[src/common/cmd_pkg.sv]
// package: register map, defaults and timing for the command-mode block
package cmd_pkg;
  // register offsets (byte addresses, word aligned)
  localparam logic [7:0] OFS_CTRL      = 8'h00; // write: bit0 quit, bit1 apply, bit2 survey start
  localparam logic [7:0] OFS_STATUS    = 8'h04; // read: mode, apply busy, survey busy
  localparam logic [7:0] OFS_GUARD     = 8'h08;
  localparam logic [7:0] OFS_SYMBOL    = 8'h0c;
  localparam logic [7:0] OFS_IDLE_TO   = 8'h10;
  localparam logic [7:0] OFS_JOIN      = 8'h14;
  localparam logic [7:0] OFS_BUSYFAIL  = 8'h18;
  localparam logic [7:0] OFS_NOREPLY   = 8'h1c;
  localparam logic [7:0] OFS_LEVEL     = 8'h20;
  localparam logic [7:0] OFS_FW_VER    = 8'h24;
  localparam logic [7:0] OFS_HW_VER    = 8'h28;
  localparam logic [7:0] OFS_SURV_EXP  = 8'h2c;
  localparam logic [7:0] OFS_SURV_RES  = 8'h30; // read pops next survey result
  localparam logic [7:0] OFS_VER_LONG  = 8'h34; // read steps through verbose text
  // control bit positions
  localparam int CTRL_QUIT   = 0;
  localparam int CTRL_APPLY  = 1;
  localparam int CTRL_SURVEY = 2;
  // join option bit positions
  localparam int JOIN_ANY_NET  = 0;
  localparam int JOIN_ANY_FREQ = 1;
  localparam int JOIN_KEEP_TRY = 2;
  localparam int JOIN_WAKE_FET = 3;
  // reset values and ranges
  localparam logic [11:0] GUARD_RST    = 12'h3e8;
  localparam logic [11:0] GUARD_MIN    = 12'h002;
  localparam logic [11:0] GUARD_MAX    = 12'hce4;
  localparam logic [7:0]  SYMBOL_RST   = 8'h2b;
  localparam logic [15:0] IDLE_TO_RST  = 16'h0064;
  localparam logic [15:0] IDLE_TO_MIN  = 16'h0002;
  localparam logic [3:0]  JOIN_RST     = 4'h0;
  localparam logic [6:0]  LEVEL_MAX    = 7'h64;
  localparam logic [2:0]  SURV_EXP_MAX = 3'h6;
  localparam logic [15:0] SAT_MAX      = 16'hffff;
  localparam int          NUM_CHAN     = 16;
  // timing: 10 MHz clock
  localparam int CLK_HZ       = 10000000;
  localparam int MS_UNIT_NS   = 1000000;
  localparam int IDLE_UNIT_NS = 100000000;
  localparam int DWELL_UNIT_NS = 15360000; // 15.36 ms base dwell
  localparam int NS_PER_S     = 1000000000;
  localparam int MS_CYC    = MS_UNIT_NS / (NS_PER_S / CLK_HZ);
  localparam int IDLE_CYC  = IDLE_UNIT_NS / (NS_PER_S / CLK_HZ);
  localparam int DWELL_CYC = DWELL_UNIT_NS / (NS_PER_S / CLK_HZ);
  localparam int APPLY_CYC = 16; // reinit pulse length
endpackage

[src/design/cmd_mode_ctl.sv]
// command-mode controller: escape detect, timeouts, counters, survey, versions
`timescale 1ns/1ps
`default_nettype none
module cmd_mode_ctl #(
  parameter logic [15:0] FW_VERSION = 16'h1234, // arbitrary value
  parameter logic [15:0] HW_VERSION = 16'h5678, // arbitrary value
  parameter int          MS_CYC     = cmd_pkg::MS_CYC,
  parameter int          IDLE_CYC   = cmd_pkg::IDLE_CYC,
  parameter int          DWELL_CYC  = cmd_pkg::DWELL_CYC
) (
  input  wire logic        clk,
  input  wire logic        rst,
  input  wire logic [7:0]  addr,
  input  wire logic [31:0] wdata,
  input  wire logic        wr,
  input  wire logic        rd,
  output logic [31:0]      rdata,
  input  wire logic        rx_valid,
  input  wire logic [7:0]  rx_char,
  output logic             data_valid,
  output logic [7:0]       data_char,
  input  wire logic        cmd_valid,
  input  wire logic        busy_withheld,
  input  wire logic        retries_exhausted,
  input  wire logic        good_rx,
  input  wire logic [6:0]  good_rx_level,
  input  wire logic        beacon_net,
  input  wire logic [7:0]  energy_in,
  output logic             cmd_mode,
  output logic             reinit,
  output logic [3:0]       survey_chan,
  output logic             survey_busy,
  output logic             any_network_join,
  output logic             any_frequency_join,
  output logic             keep_trying_join,
  output logic             wake_pin_fetch_pending
);
  typedef enum logic [2:0] {ESC_IDLE, ESC_PRE, ESC_SEQ, ESC_POST, ESC_CMD} cmd_esc_t;

  // ---- settings ----
  logic [11:0] guard_reg, guard_next;
  logic [7:0]  symbol_reg, symbol_next;
  logic [15:0] idle_to_reg, idle_to_next;
  logic [3:0]  join_reg, join_next, join_live_reg, join_live_next;
  logic [2:0]  exp_reg, exp_next;
  logic [6:0]  level_reg, level_next;

  // register writes; range-limited values clamp; join applies on reinit
  always_comb begin
    guard_next   = guard_reg;
    symbol_next  = symbol_reg;
    idle_to_next = idle_to_reg;
    join_next    = join_reg;
    exp_next     = exp_reg;
    level_next   = good_rx ? good_rx_level : level_reg;
    if (level_next > cmd_pkg::LEVEL_MAX) level_next = cmd_pkg::LEVEL_MAX;
    if (wr) begin
      case (addr)
        cmd_pkg::OFS_GUARD: begin
          guard_next = wdata[11:0];
          if (wdata[11:0] < cmd_pkg::GUARD_MIN) guard_next = cmd_pkg::GUARD_MIN;
          if (wdata[11:0] > cmd_pkg::GUARD_MAX) guard_next = cmd_pkg::GUARD_MAX;
        end
        cmd_pkg::OFS_SYMBOL:  symbol_next = wdata[7:0];
        cmd_pkg::OFS_IDLE_TO: begin
          idle_to_next = (wdata[15:0] < cmd_pkg::IDLE_TO_MIN) ? cmd_pkg::IDLE_TO_MIN
                                                              : wdata[15:0];
        end
        cmd_pkg::OFS_JOIN:     join_next = wdata[3:0];
        cmd_pkg::OFS_SURV_EXP: begin
          exp_next = (wdata[2:0] > cmd_pkg::SURV_EXP_MAX) ? cmd_pkg::SURV_EXP_MAX : wdata[2:0];
        end
        default: ;
      endcase
    end
    join_live_next = reinit ? join_reg : join_live_reg;
  end

  always_ff @(posedge clk or posedge rst) begin
    if (rst) begin
      guard_reg     <= cmd_pkg::GUARD_RST;
      symbol_reg    <= cmd_pkg::SYMBOL_RST;
      idle_to_reg   <= cmd_pkg::IDLE_TO_RST;
      join_reg      <= cmd_pkg::JOIN_RST;
      join_live_reg <= cmd_pkg::JOIN_RST;
      exp_reg       <= 3'h0;
      level_reg     <= 7'h00;
    end else begin
      guard_reg     <= guard_next;
      symbol_reg    <= symbol_next;
      idle_to_reg   <= idle_to_next;
      join_reg      <= join_next;
      join_live_reg <= join_live_next;
      exp_reg       <= exp_next;
      level_reg     <= level_next;
    end
  end

  // join option outputs from the applied value
  assign any_network_join       = join_live_reg[cmd_pkg::JOIN_ANY_NET];
  assign any_frequency_join     = join_live_reg[cmd_pkg::JOIN_ANY_FREQ];
  assign keep_trying_join       = join_live_reg[cmd_pkg::JOIN_KEEP_TRY] && !beacon_net;
  assign wake_pin_fetch_pending = join_live_reg[cmd_pkg::JOIN_WAKE_FET];

  // ---- escape sequence and command mode ----
  logic ms_tick, idle_tick;
  logic ctrl_wr, quit_req, apply_req, survey_req;
  assign ctrl_wr    = wr && addr == cmd_pkg::OFS_CTRL;
  assign quit_req   = ctrl_wr && wdata[cmd_pkg::CTRL_QUIT];
  assign apply_req  = ctrl_wr && wdata[cmd_pkg::CTRL_APPLY];
  assign survey_req = ctrl_wr && wdata[cmd_pkg::CTRL_SURVEY];

  cmd_tick #(.DIV(MS_CYC)) u_ms_tick (
    .clk     (clk),
    .rst     (rst),
    .restart (rx_valid),
    .tick    (ms_tick)
  );
  cmd_tick #(.DIV(IDLE_CYC)) u_idle_tick (
    .clk     (clk),
    .rst     (rst),
    .restart (cmd_valid),
    .tick    (idle_tick)
  );

  cmd_esc_t    esc_reg, esc_next;
  logic [11:0] quiet_reg, quiet_next;
  logic [15:0] idle_reg, idle_next;
  logic        pass_valid_next;

  // escape detection: guard silence, symbol, guard silence
  always_comb begin
    esc_next        = esc_reg;
    quiet_next      = quiet_reg;
    idle_next       = idle_reg;
    pass_valid_next = 1'b0;
    if (rx_valid) begin
      quiet_next = 12'h000;
    end else if (ms_tick && quiet_reg != 12'hfff) begin
      quiet_next = quiet_reg + 12'h001;
    end
    case (esc_reg)
      ESC_IDLE, ESC_PRE: begin
        if (rx_valid) begin
          pass_valid_next = 1'b1;
          if (esc_reg == ESC_PRE && rx_char == symbol_reg) begin
            esc_next        = ESC_SEQ;
            pass_valid_next = 1'b0;
          end else begin
            esc_next = ESC_IDLE;
          end
        end else if (quiet_reg >= guard_reg) begin
          esc_next = ESC_PRE;
        end
      end
      ESC_SEQ, ESC_POST: begin
        if (rx_valid) begin
          esc_next        = ESC_IDLE;
          pass_valid_next = 1'b1;
        end else if (quiet_reg >= guard_reg) begin
          esc_next  = ESC_CMD;
          idle_next = 16'h0000;
        end
      end
      ESC_CMD: begin
        if (cmd_valid) begin
          idle_next = 16'h0000;
        end else if (idle_tick) begin
          idle_next = idle_reg + 16'h0001;
        end
        if (quit_req) begin
          esc_next = ESC_IDLE;
        end else if (!cmd_valid && idle_reg >= idle_to_reg) begin
          esc_next = ESC_IDLE;
        end
      end
      default: esc_next = ESC_IDLE;
    endcase
  end

  logic [7:0] data_char_reg;
  always_ff @(posedge clk or posedge rst) begin
    if (rst) begin
      esc_reg       <= ESC_IDLE;
      quiet_reg     <= 12'h000;
      idle_reg      <= 16'h0000;
      data_valid    <= 1'b0;
      data_char_reg <= 8'h00;
    end else begin
      esc_reg       <= esc_next;
      quiet_reg     <= quiet_next;
      idle_reg      <= idle_next;
      data_valid    <= pass_valid_next;
      data_char_reg <= rx_char;
    end
  end
  assign data_char = data_char_reg;
  assign cmd_mode  = (esc_reg == ESC_CMD);

  // ---- apply: reinit pulse ----
  logic [4:0] apply_reg, apply_next;
  always_comb begin
    apply_next = apply_reg;
    if (apply_req) apply_next = 5'(cmd_pkg::APPLY_CYC);
    else if (apply_reg != 5'h00) apply_next = apply_reg - 5'h01;
  end
  always_ff @(posedge clk or posedge rst) begin
    if (rst) apply_reg <= 5'h00;
    else     apply_reg <= apply_next;
  end
  assign reinit = (apply_reg != 5'h00);

  // ---- diagnostic counters ----
  logic [15:0] busy_cnt, noreply_cnt;
  cmd_satcnt u_busy_cnt (
    .clk      (clk),
    .rst      (rst),
    .event_in (busy_withheld),
    .clear    (wr && addr == cmd_pkg::OFS_BUSYFAIL && wdata[15:0] == 16'h0000),
    .count    (busy_cnt)
  );
  cmd_satcnt u_noreply_cnt (
    .clk      (clk),
    .rst      (rst),
    .event_in (retries_exhausted),
    .clear    (wr && addr == cmd_pkg::OFS_NOREPLY && wdata[15:0] == 16'h0000),
    .count    (noreply_cnt)
  );

  // ---- energy survey: dwell (2^exp)*15.36 ms per channel, peak kept ----
  logic [31:0] dwell_reg, dwell_next;
  logic [3:0]  chan_reg, chan_next, rd_ptr_reg, rd_ptr_next;
  logic        surv_reg, surv_next;
  logic [7:0]  peak_reg, peak_next;
  logic [7:0]  res_mem [cmd_pkg::NUM_CHAN];
  logic        res_we;

  always_comb begin
    dwell_next  = dwell_reg;
    chan_next   = chan_reg;
    surv_next   = surv_reg;
    peak_next   = peak_reg;
    rd_ptr_next = rd_ptr_reg;
    res_we      = 1'b0;
    if (rd && addr == cmd_pkg::OFS_SURV_RES) rd_ptr_next = rd_ptr_reg + 4'h1;
    if (survey_req && !surv_reg) begin
      surv_next   = 1'b1;
      chan_next   = 4'h0;
      rd_ptr_next = 4'h0;
      peak_next   = 8'hff;
      dwell_next  = 32'(DWELL_CYC) << exp_reg;
    end else if (surv_reg) begin
      if (energy_in < peak_next) peak_next = energy_in; // smaller -dBm is stronger
      if (dwell_reg <= 32'h1) begin
        res_we     = 1'b1;
        peak_next  = 8'hff;
        dwell_next = 32'(DWELL_CYC) << exp_reg;
        chan_next  = chan_reg + 4'h1;
        if (chan_reg == 4'(cmd_pkg::NUM_CHAN - 1)) surv_next = 1'b0;
      end else begin
        dwell_next = dwell_reg - 32'h1;
      end
    end
  end

  always_ff @(posedge clk or posedge rst) begin
    if (rst) begin
      dwell_reg  <= 32'h0;
      chan_reg   <= 4'h0;
      surv_reg   <= 1'b0;
      peak_reg   <= 8'hff;
      rd_ptr_reg <= 4'h0;
    end else begin
      dwell_reg  <= dwell_next;
      chan_reg   <= chan_next;
      surv_reg   <= surv_next;
      peak_reg   <= peak_next;
      rd_ptr_reg <= rd_ptr_next;
    end
  end
  always_ff @(posedge clk) begin
    if (res_we) res_mem[chan_reg] <= (energy_in < peak_reg) ? energy_in : peak_reg;
  end
  assign survey_chan = chan_reg;
  assign survey_busy = surv_reg;

  // ---- verbose version text: build, mac, phy, boot words ----
  logic [1:0] ver_idx_reg, ver_idx_next;
  logic [31:0] ver_word;
  always_comb begin
    ver_idx_next = ver_idx_reg;
    if (rd && addr == cmd_pkg::OFS_VER_LONG) ver_idx_next = ver_idx_reg + 2'h1;
    case (ver_idx_reg)
      2'h0:    ver_word = {8'h42, 8'h3a, FW_VERSION};
      2'h1:    ver_word = {8'h4d, 8'h3a, FW_VERSION};
      2'h2:    ver_word = {8'h50, 8'h3a, FW_VERSION};
      default: ver_word = {8'h4c, 8'h3a, HW_VERSION};
    endcase
  end
  always_ff @(posedge clk or posedge rst) begin
    if (rst) ver_idx_reg <= 2'h0;
    else     ver_idx_reg <= ver_idx_next;
  end

  // ---- read mux, data one cycle after strobe ----
  logic [31:0] rdata_next;
  always_comb begin
    rdata_next = 32'h0;
    if (rd) begin
      case (addr)
        cmd_pkg::OFS_STATUS:   rdata_next = {29'h0, surv_reg, reinit, cmd_mode};
        cmd_pkg::OFS_GUARD:    rdata_next = {20'h0, guard_reg};
        cmd_pkg::OFS_SYMBOL:   rdata_next = {24'h0, symbol_reg};
        cmd_pkg::OFS_IDLE_TO:  rdata_next = {16'h0, idle_to_reg};
        cmd_pkg::OFS_JOIN:     rdata_next = {28'h0, join_reg};
        cmd_pkg::OFS_BUSYFAIL: rdata_next = {16'h0, busy_cnt};
        cmd_pkg::OFS_NOREPLY:  rdata_next = {16'h0, noreply_cnt};
        cmd_pkg::OFS_LEVEL:    rdata_next = {25'h0, level_reg};
        cmd_pkg::OFS_FW_VER:   rdata_next = {16'h0, FW_VERSION};
        cmd_pkg::OFS_HW_VER:   rdata_next = {16'h0, HW_VERSION};
        cmd_pkg::OFS_SURV_EXP: rdata_next = {29'h0, exp_reg};
        cmd_pkg::OFS_SURV_RES: rdata_next = {24'h0, res_mem[rd_ptr_reg]};
        cmd_pkg::OFS_VER_LONG: rdata_next = ver_word;
        default:               rdata_next = 32'h0;
      endcase
    end
  end
  always_ff @(posedge clk or posedge rst) begin
    if (rst) rdata <= 32'h0;
    else     rdata <= rdata_next;
  end

  // ---- checks ----
  enter_guard_a: assert property (@(posedge clk) disable iff (rst)
    (esc_reg != ESC_CMD && esc_next == ESC_CMD) |-> (quiet_reg >= guard_reg && !rx_valid))
    else $error("entry without guard silence");
  quit_exit_a: assert property (@(posedge clk) disable iff (rst)
    (cmd_mode && quit_req) |=> !cmd_mode)
    else $error("quit did not leave command mode");
  stray_cancel_a: assert property (@(posedge clk) disable iff (rst)
    (rx_valid && (esc_reg == ESC_SEQ || esc_reg == ESC_POST)) |=> (esc_reg == ESC_IDLE && data_valid))
    else $error("stray char did not cancel entry");
  idle_exit_a: assert property (@(posedge clk) disable iff (rst)
    (cmd_mode && !quit_req && !cmd_valid && idle_reg >= idle_to_reg) |=> !cmd_mode)
    else $error("idle timeout missed");
  apply_pulse_a: assert property (@(posedge clk) disable iff (rst)
    apply_req |=> reinit [*8])
    else $error("reinit pulse too short");
  level_range_a: assert property (@(posedge clk) disable iff (rst)
    level_reg <= cmd_pkg::LEVEL_MAX)
    else $error("signal level out of range");
  join_keep_a: assert property (@(posedge clk) disable iff (rst)
    beacon_net |-> !keep_trying_join)
    else $error("retry join in beacon net");
  read_late_a: assert property (@(posedge clk) disable iff (rst)
    (rd && addr == cmd_pkg::OFS_FW_VER) |=> rdata == {16'h0, FW_VERSION})
    else $error("firmware version read wrong");
endmodule // cmd_mode_ctl
`default_nettype wire

[src/design/cmd_satcnt.sv]
// saturating 16-bit event counter with software clear
`timescale 1ns/1ps
`default_nettype none
module cmd_satcnt (
  input  wire logic        clk,
  input  wire logic        rst,
  input  wire logic        event_in,
  input  wire logic        clear,
  output logic [15:0]      count
);
  logic [15:0] cnt_reg;
  logic [15:0] cnt_next;

  // clear with an event in the same cycle loads one; stop at all ones
  always_comb begin
    cnt_next = cnt_reg;
    if (clear) begin
      cnt_next = 16'h0000;
    end
    if (event_in) begin
      if (clear) begin
        cnt_next = 16'h0001;
      end else if (cnt_reg != cmd_pkg::SAT_MAX) begin
        cnt_next = cnt_reg + 16'h0001;
      end
    end
  end

  always_ff @(posedge clk or posedge rst) begin
    if (rst) begin
      cnt_reg <= 16'h0000;
    end else begin
      cnt_reg <= cnt_next;
    end
  end

  assign count = cnt_reg;

  sat_hold_a: assert property (@(posedge clk) disable iff (rst)
    (cnt_reg == cmd_pkg::SAT_MAX && !clear) |=> cnt_reg == cmd_pkg::SAT_MAX)
    else $error("counter left saturation");
  sat_clear_a: assert property (@(posedge clk) disable iff (rst)
    (clear && !event_in) |=> cnt_reg == 16'h0000)
    else $error("counter clear failed");
endmodule // cmd_satcnt
`default_nettype wire

[src/design/cmd_tick.sv]
// tick generator: one-cycle pulse every div clocks
`timescale 1ns/1ps
`default_nettype none
module cmd_tick #(
  parameter int DIV = 10000
) (
  input  wire logic clk,
  input  wire logic rst,
  input  wire logic restart,
  output logic      tick
);
  logic [31:0] cnt_reg;
  logic [31:0] cnt_next;

  // count down, pulse at end, restart clears phase
  always_comb begin
    if (restart || cnt_reg == 32'h0) begin
      cnt_next = 32'(DIV - 1);
    end else begin
      cnt_next = cnt_reg - 32'h1;
    end
  end

  always_ff @(posedge clk or posedge rst) begin
    if (rst) begin
      cnt_reg <= 32'h0;
    end else begin
      cnt_reg <= cnt_next;
    end
  end

  assign tick = (cnt_reg == 32'h0) && !restart;
endmodule // cmd_tick
`default_nettype wire

[config.mk]
export PLATFORM = sky130hd
export DESIGN_NAME = cmd_mode_ctl
export DESIGN_NICKNAME = d
export VERILOG_FILES = /design/src/common/cmd_pkg.sv /design/src/design/cmd_mode_ctl.sv /design/src/design/cmd_satcnt.sv /design/src/design/cmd_tick.sv
export SDC_FILE = /design/constraint.sdc
export NUM_CORES = 1
export LEC_CHECK = 0
export BUFFER_PORTS_ARGS = -buffer_cell sky130_fd_sc_hd__buf_2
export CORE_MARGIN = 2
export CORE_UTILIZATION = 25
export CTS_CLUSTER_DIAMETER = 200
export DETAILED_ROUTE_END_ITERATION = 10
export HOLD_SLACK_MARGIN = 0.05
export SYNTH_ARGS = -nofsm -noshare
export SYNTH_HDL_FRONTEND = slang
export SYNTH_SLANG_ARGS = --single-unit
[constraint.sdc]
create_clock -name clk -period 12.7 [get_ports clk]
set_input_delay 2.54 -clock clk [delete_from_list [all_inputs] [get_ports clk]]
set_output_delay 2.54 -clock clk [all_outputs]
set_load 0.05 [all_outputs]
==> metrics <==
status=finished clean; Synth cell types=83; CP top delay family=buffers and inverters; CTS Buf Count=48; vias in the first global route=14023; Remaining DRCs=0; total wire length=51.94 mm; Worst-path clk slew=60 ps; Top cell by count, worst path=buf_2; Net count, final=1959; Buf/Inv on CP=2; overall power=3.308 mW; CTS max path bufs=3; top_reg_cell synth=dfrtp_1; area added between synthesis and finish=17.36%; starting density of the core=0.2516; Placement Rows=102; crit path max-delay cell type=buf_2; DR pass1 iterations=7; grt total ovfl=0; vias per cell=4.914; minimum clock period=5522 ps; worst path required time=10160 ps; GRT Overall Usage=0.1299; setup TNS=0 ps; commonest non-fill, non-tap cells in the layout=dfrtp_1, nor2_1, nand2_1; register area share after synthesis=0.5431; TritonCTS clock tree=done; design area=22800 µm²; WP data arrival=2980 ps; CP max FO=1; crit-path cells=buf_2, nor2b_1, buf_2; Top reg by flops=res_mem; post-route ant nets=0; vias=14301; slowest stage delay, CP=260 ps; Post-synth EDFFs=128; crit start category=input port; RSZ-0062 raised after global routing=no; WL/cell=17.85 µm; largest net degree at the start of global routing=157; post-DP HPWL=37.03 mm; later-pin clock latency in the skew report=610 ps; Hold Startpoint=join_live_reg[1]$_DFFE_PP0P_; Chip Height=282.8 µm; Setup WS post-layout=7178 ps; final worst-path cycle share=0.4348; fmax=181.1 MHz; critical path type=in2out; Placeable Area=77210 µm²; layout cell share with drive strength beyond 1=0.1734; initial antenna violation count=9; Leakage=8.891 nW; Hold Crit Class=reg2reg; worst slack, placed=7171 ps; Syn Area/Cell=11.22 µm²; Min Hold Slack=473.3 ps; Yosys warning count=0; full die area=79960 µm²; max_cap viols=0; Worst R2R Start=dwell_reg[12]$_DFFE_PP0P_; Util after Layout=0.2953; placed cell count=2819; DP Area=21110 µm²; Mapped Area=19430 µm²; Power Density=145.1 nW/µm²; Die X=282.8 µm; post-CTS sizing=0; initial drt markers=1535; Critical Path Start=beacon_net; CTS H-tree depth=2; Slew @ Worst Pin=1255 ps; commonest non-fill, non-tap cell in the layout=dfrtp_1; Final Hold Viols=0; max reg flops=128; postcts setup bufs=0; fin cells=2910; Clock Sinks=395; I/O Buffers=102; Syn Inst Count=1732; final slew viol count=0; Yosys reg bits=395; Post-synth ARST share=0.6759; Worst Skew=33.72 ps; gpl congestion=0.8775; worst ir drop on vdd=0.0001206 V; io pins=125; first-pass GRT wire length=81.21 mm; CTS Hold Bufs=0; CTS root buf=clkbuf_16; crit path capture type=primary output; Max-slew headroom=0.1633; final setup fails=0
==> metal layers <==
layer,GRT usage,vias to the layer above,part of all wire
met3,0.03894,91,0.092
met4,0.02808,16,0.018
met2,0.2036,502,0.45
li1,-,6541,-
met5,0,-,0.0019
met1,0.1768,7151,0.44
==> worst paths after layout <==
kind / to / slack (ps) / depth (start not counted)
setup / recovery: keep_trying_join / 7180 / 3
hold / removal: join_live_reg[1]$_DFFE_PP0P_ / 470 / 2
setup reg to reg: res_mem[15][7]$_DFFE_PP_ / 9170 / 5
hold reg to reg: join_live_reg[1]$_DFFE_PP0P_ / 470 / 2
max in group asynchronous: data_char[0]$_DFF_PP0_ / 9200 / 3
min in group asynchronous: data_char[3]$_DFF_PP0_ / 2080 / 2
==> power breakdown <==
group	switching [mW]	internal, mW	leakage, nW
registers	0.0582	1.45	4.48
clock network	0.588	0.863	0.804
logic	0.230	0.115	3.61
total	0.877	2.43	8.89
==> area by class of cell <==
| type | instances | area [µm²] |
|---|---|---|
| clock buffer | 60 | 1306 |
| tap | 1040 | 1301 |
| timing repair buffer | 122 | 673.1 |
| inverter | 82 | 315.3 |
| sequential | 395 | 10550 |
| fill | 7857 | 54410 |
| multi-input combinational | 1180 | 8267 |
| clock inverter | 30 | 384.1 |
| antenna | 1 | 2.502 |
==> cell usage after synthesis, types with 12 or more instances <==
master	count	area share
a21oi_1	94	0.024
nand4_1	20	0.0064
a21o_1	14	0.0054
or3_1	12	0.0039
mux4_2	42	0.049
dfstp_2	21	0.028
o21ai_0	70	0.018
nor3_1	39	0.010
and3_1	21	0.0068
ha_1	57	0.037
a31oi_1	15	0.0048
nand2_1	155	0.030
xnor2_1	55	0.025
mux2_2	31	0.018
xor2_1	42	0.019
nand3_1	60	0.015
mux2i_1	26	0.013
a22oi_1	19	0.0073
or4_1	14	0.0054
nor2_1	159	0.031
nor4_1	50	0.016
clkbuf_1	53	0.010
and2_1	19	0.0061
edfxtp_1	128	0.20
inv_1	82	0.016
dfrtp_1	246	0.32
==> tightest hold or removal path, stage by stage, from the launching register on <==
cell	delay (ps)
dfrtp_1	340
nand2_1	50
nand2_1	50
==> logic make-up (layout without fill, tap and decap cells) <==
kind of cell / after synthesis / after routing / share of synthesized area
muxes: 99 / 99 / 0.08005
other: 1 / 7 / 0.0001930
xor gates and xnor gates: 97 / 97 / 0.04373
buffers and inverters: 162 / 294 / 0.03407
adders and majority gates: 57 / 57 / 0.03671
DFF: 395 / 395 / 0.5431
and+or+nand+nor: 619 / 619 / 0.1629
AOI/OAI and AO/OA: 302 / 302 / 0.09931
Power figures use the tool's default switching activity.
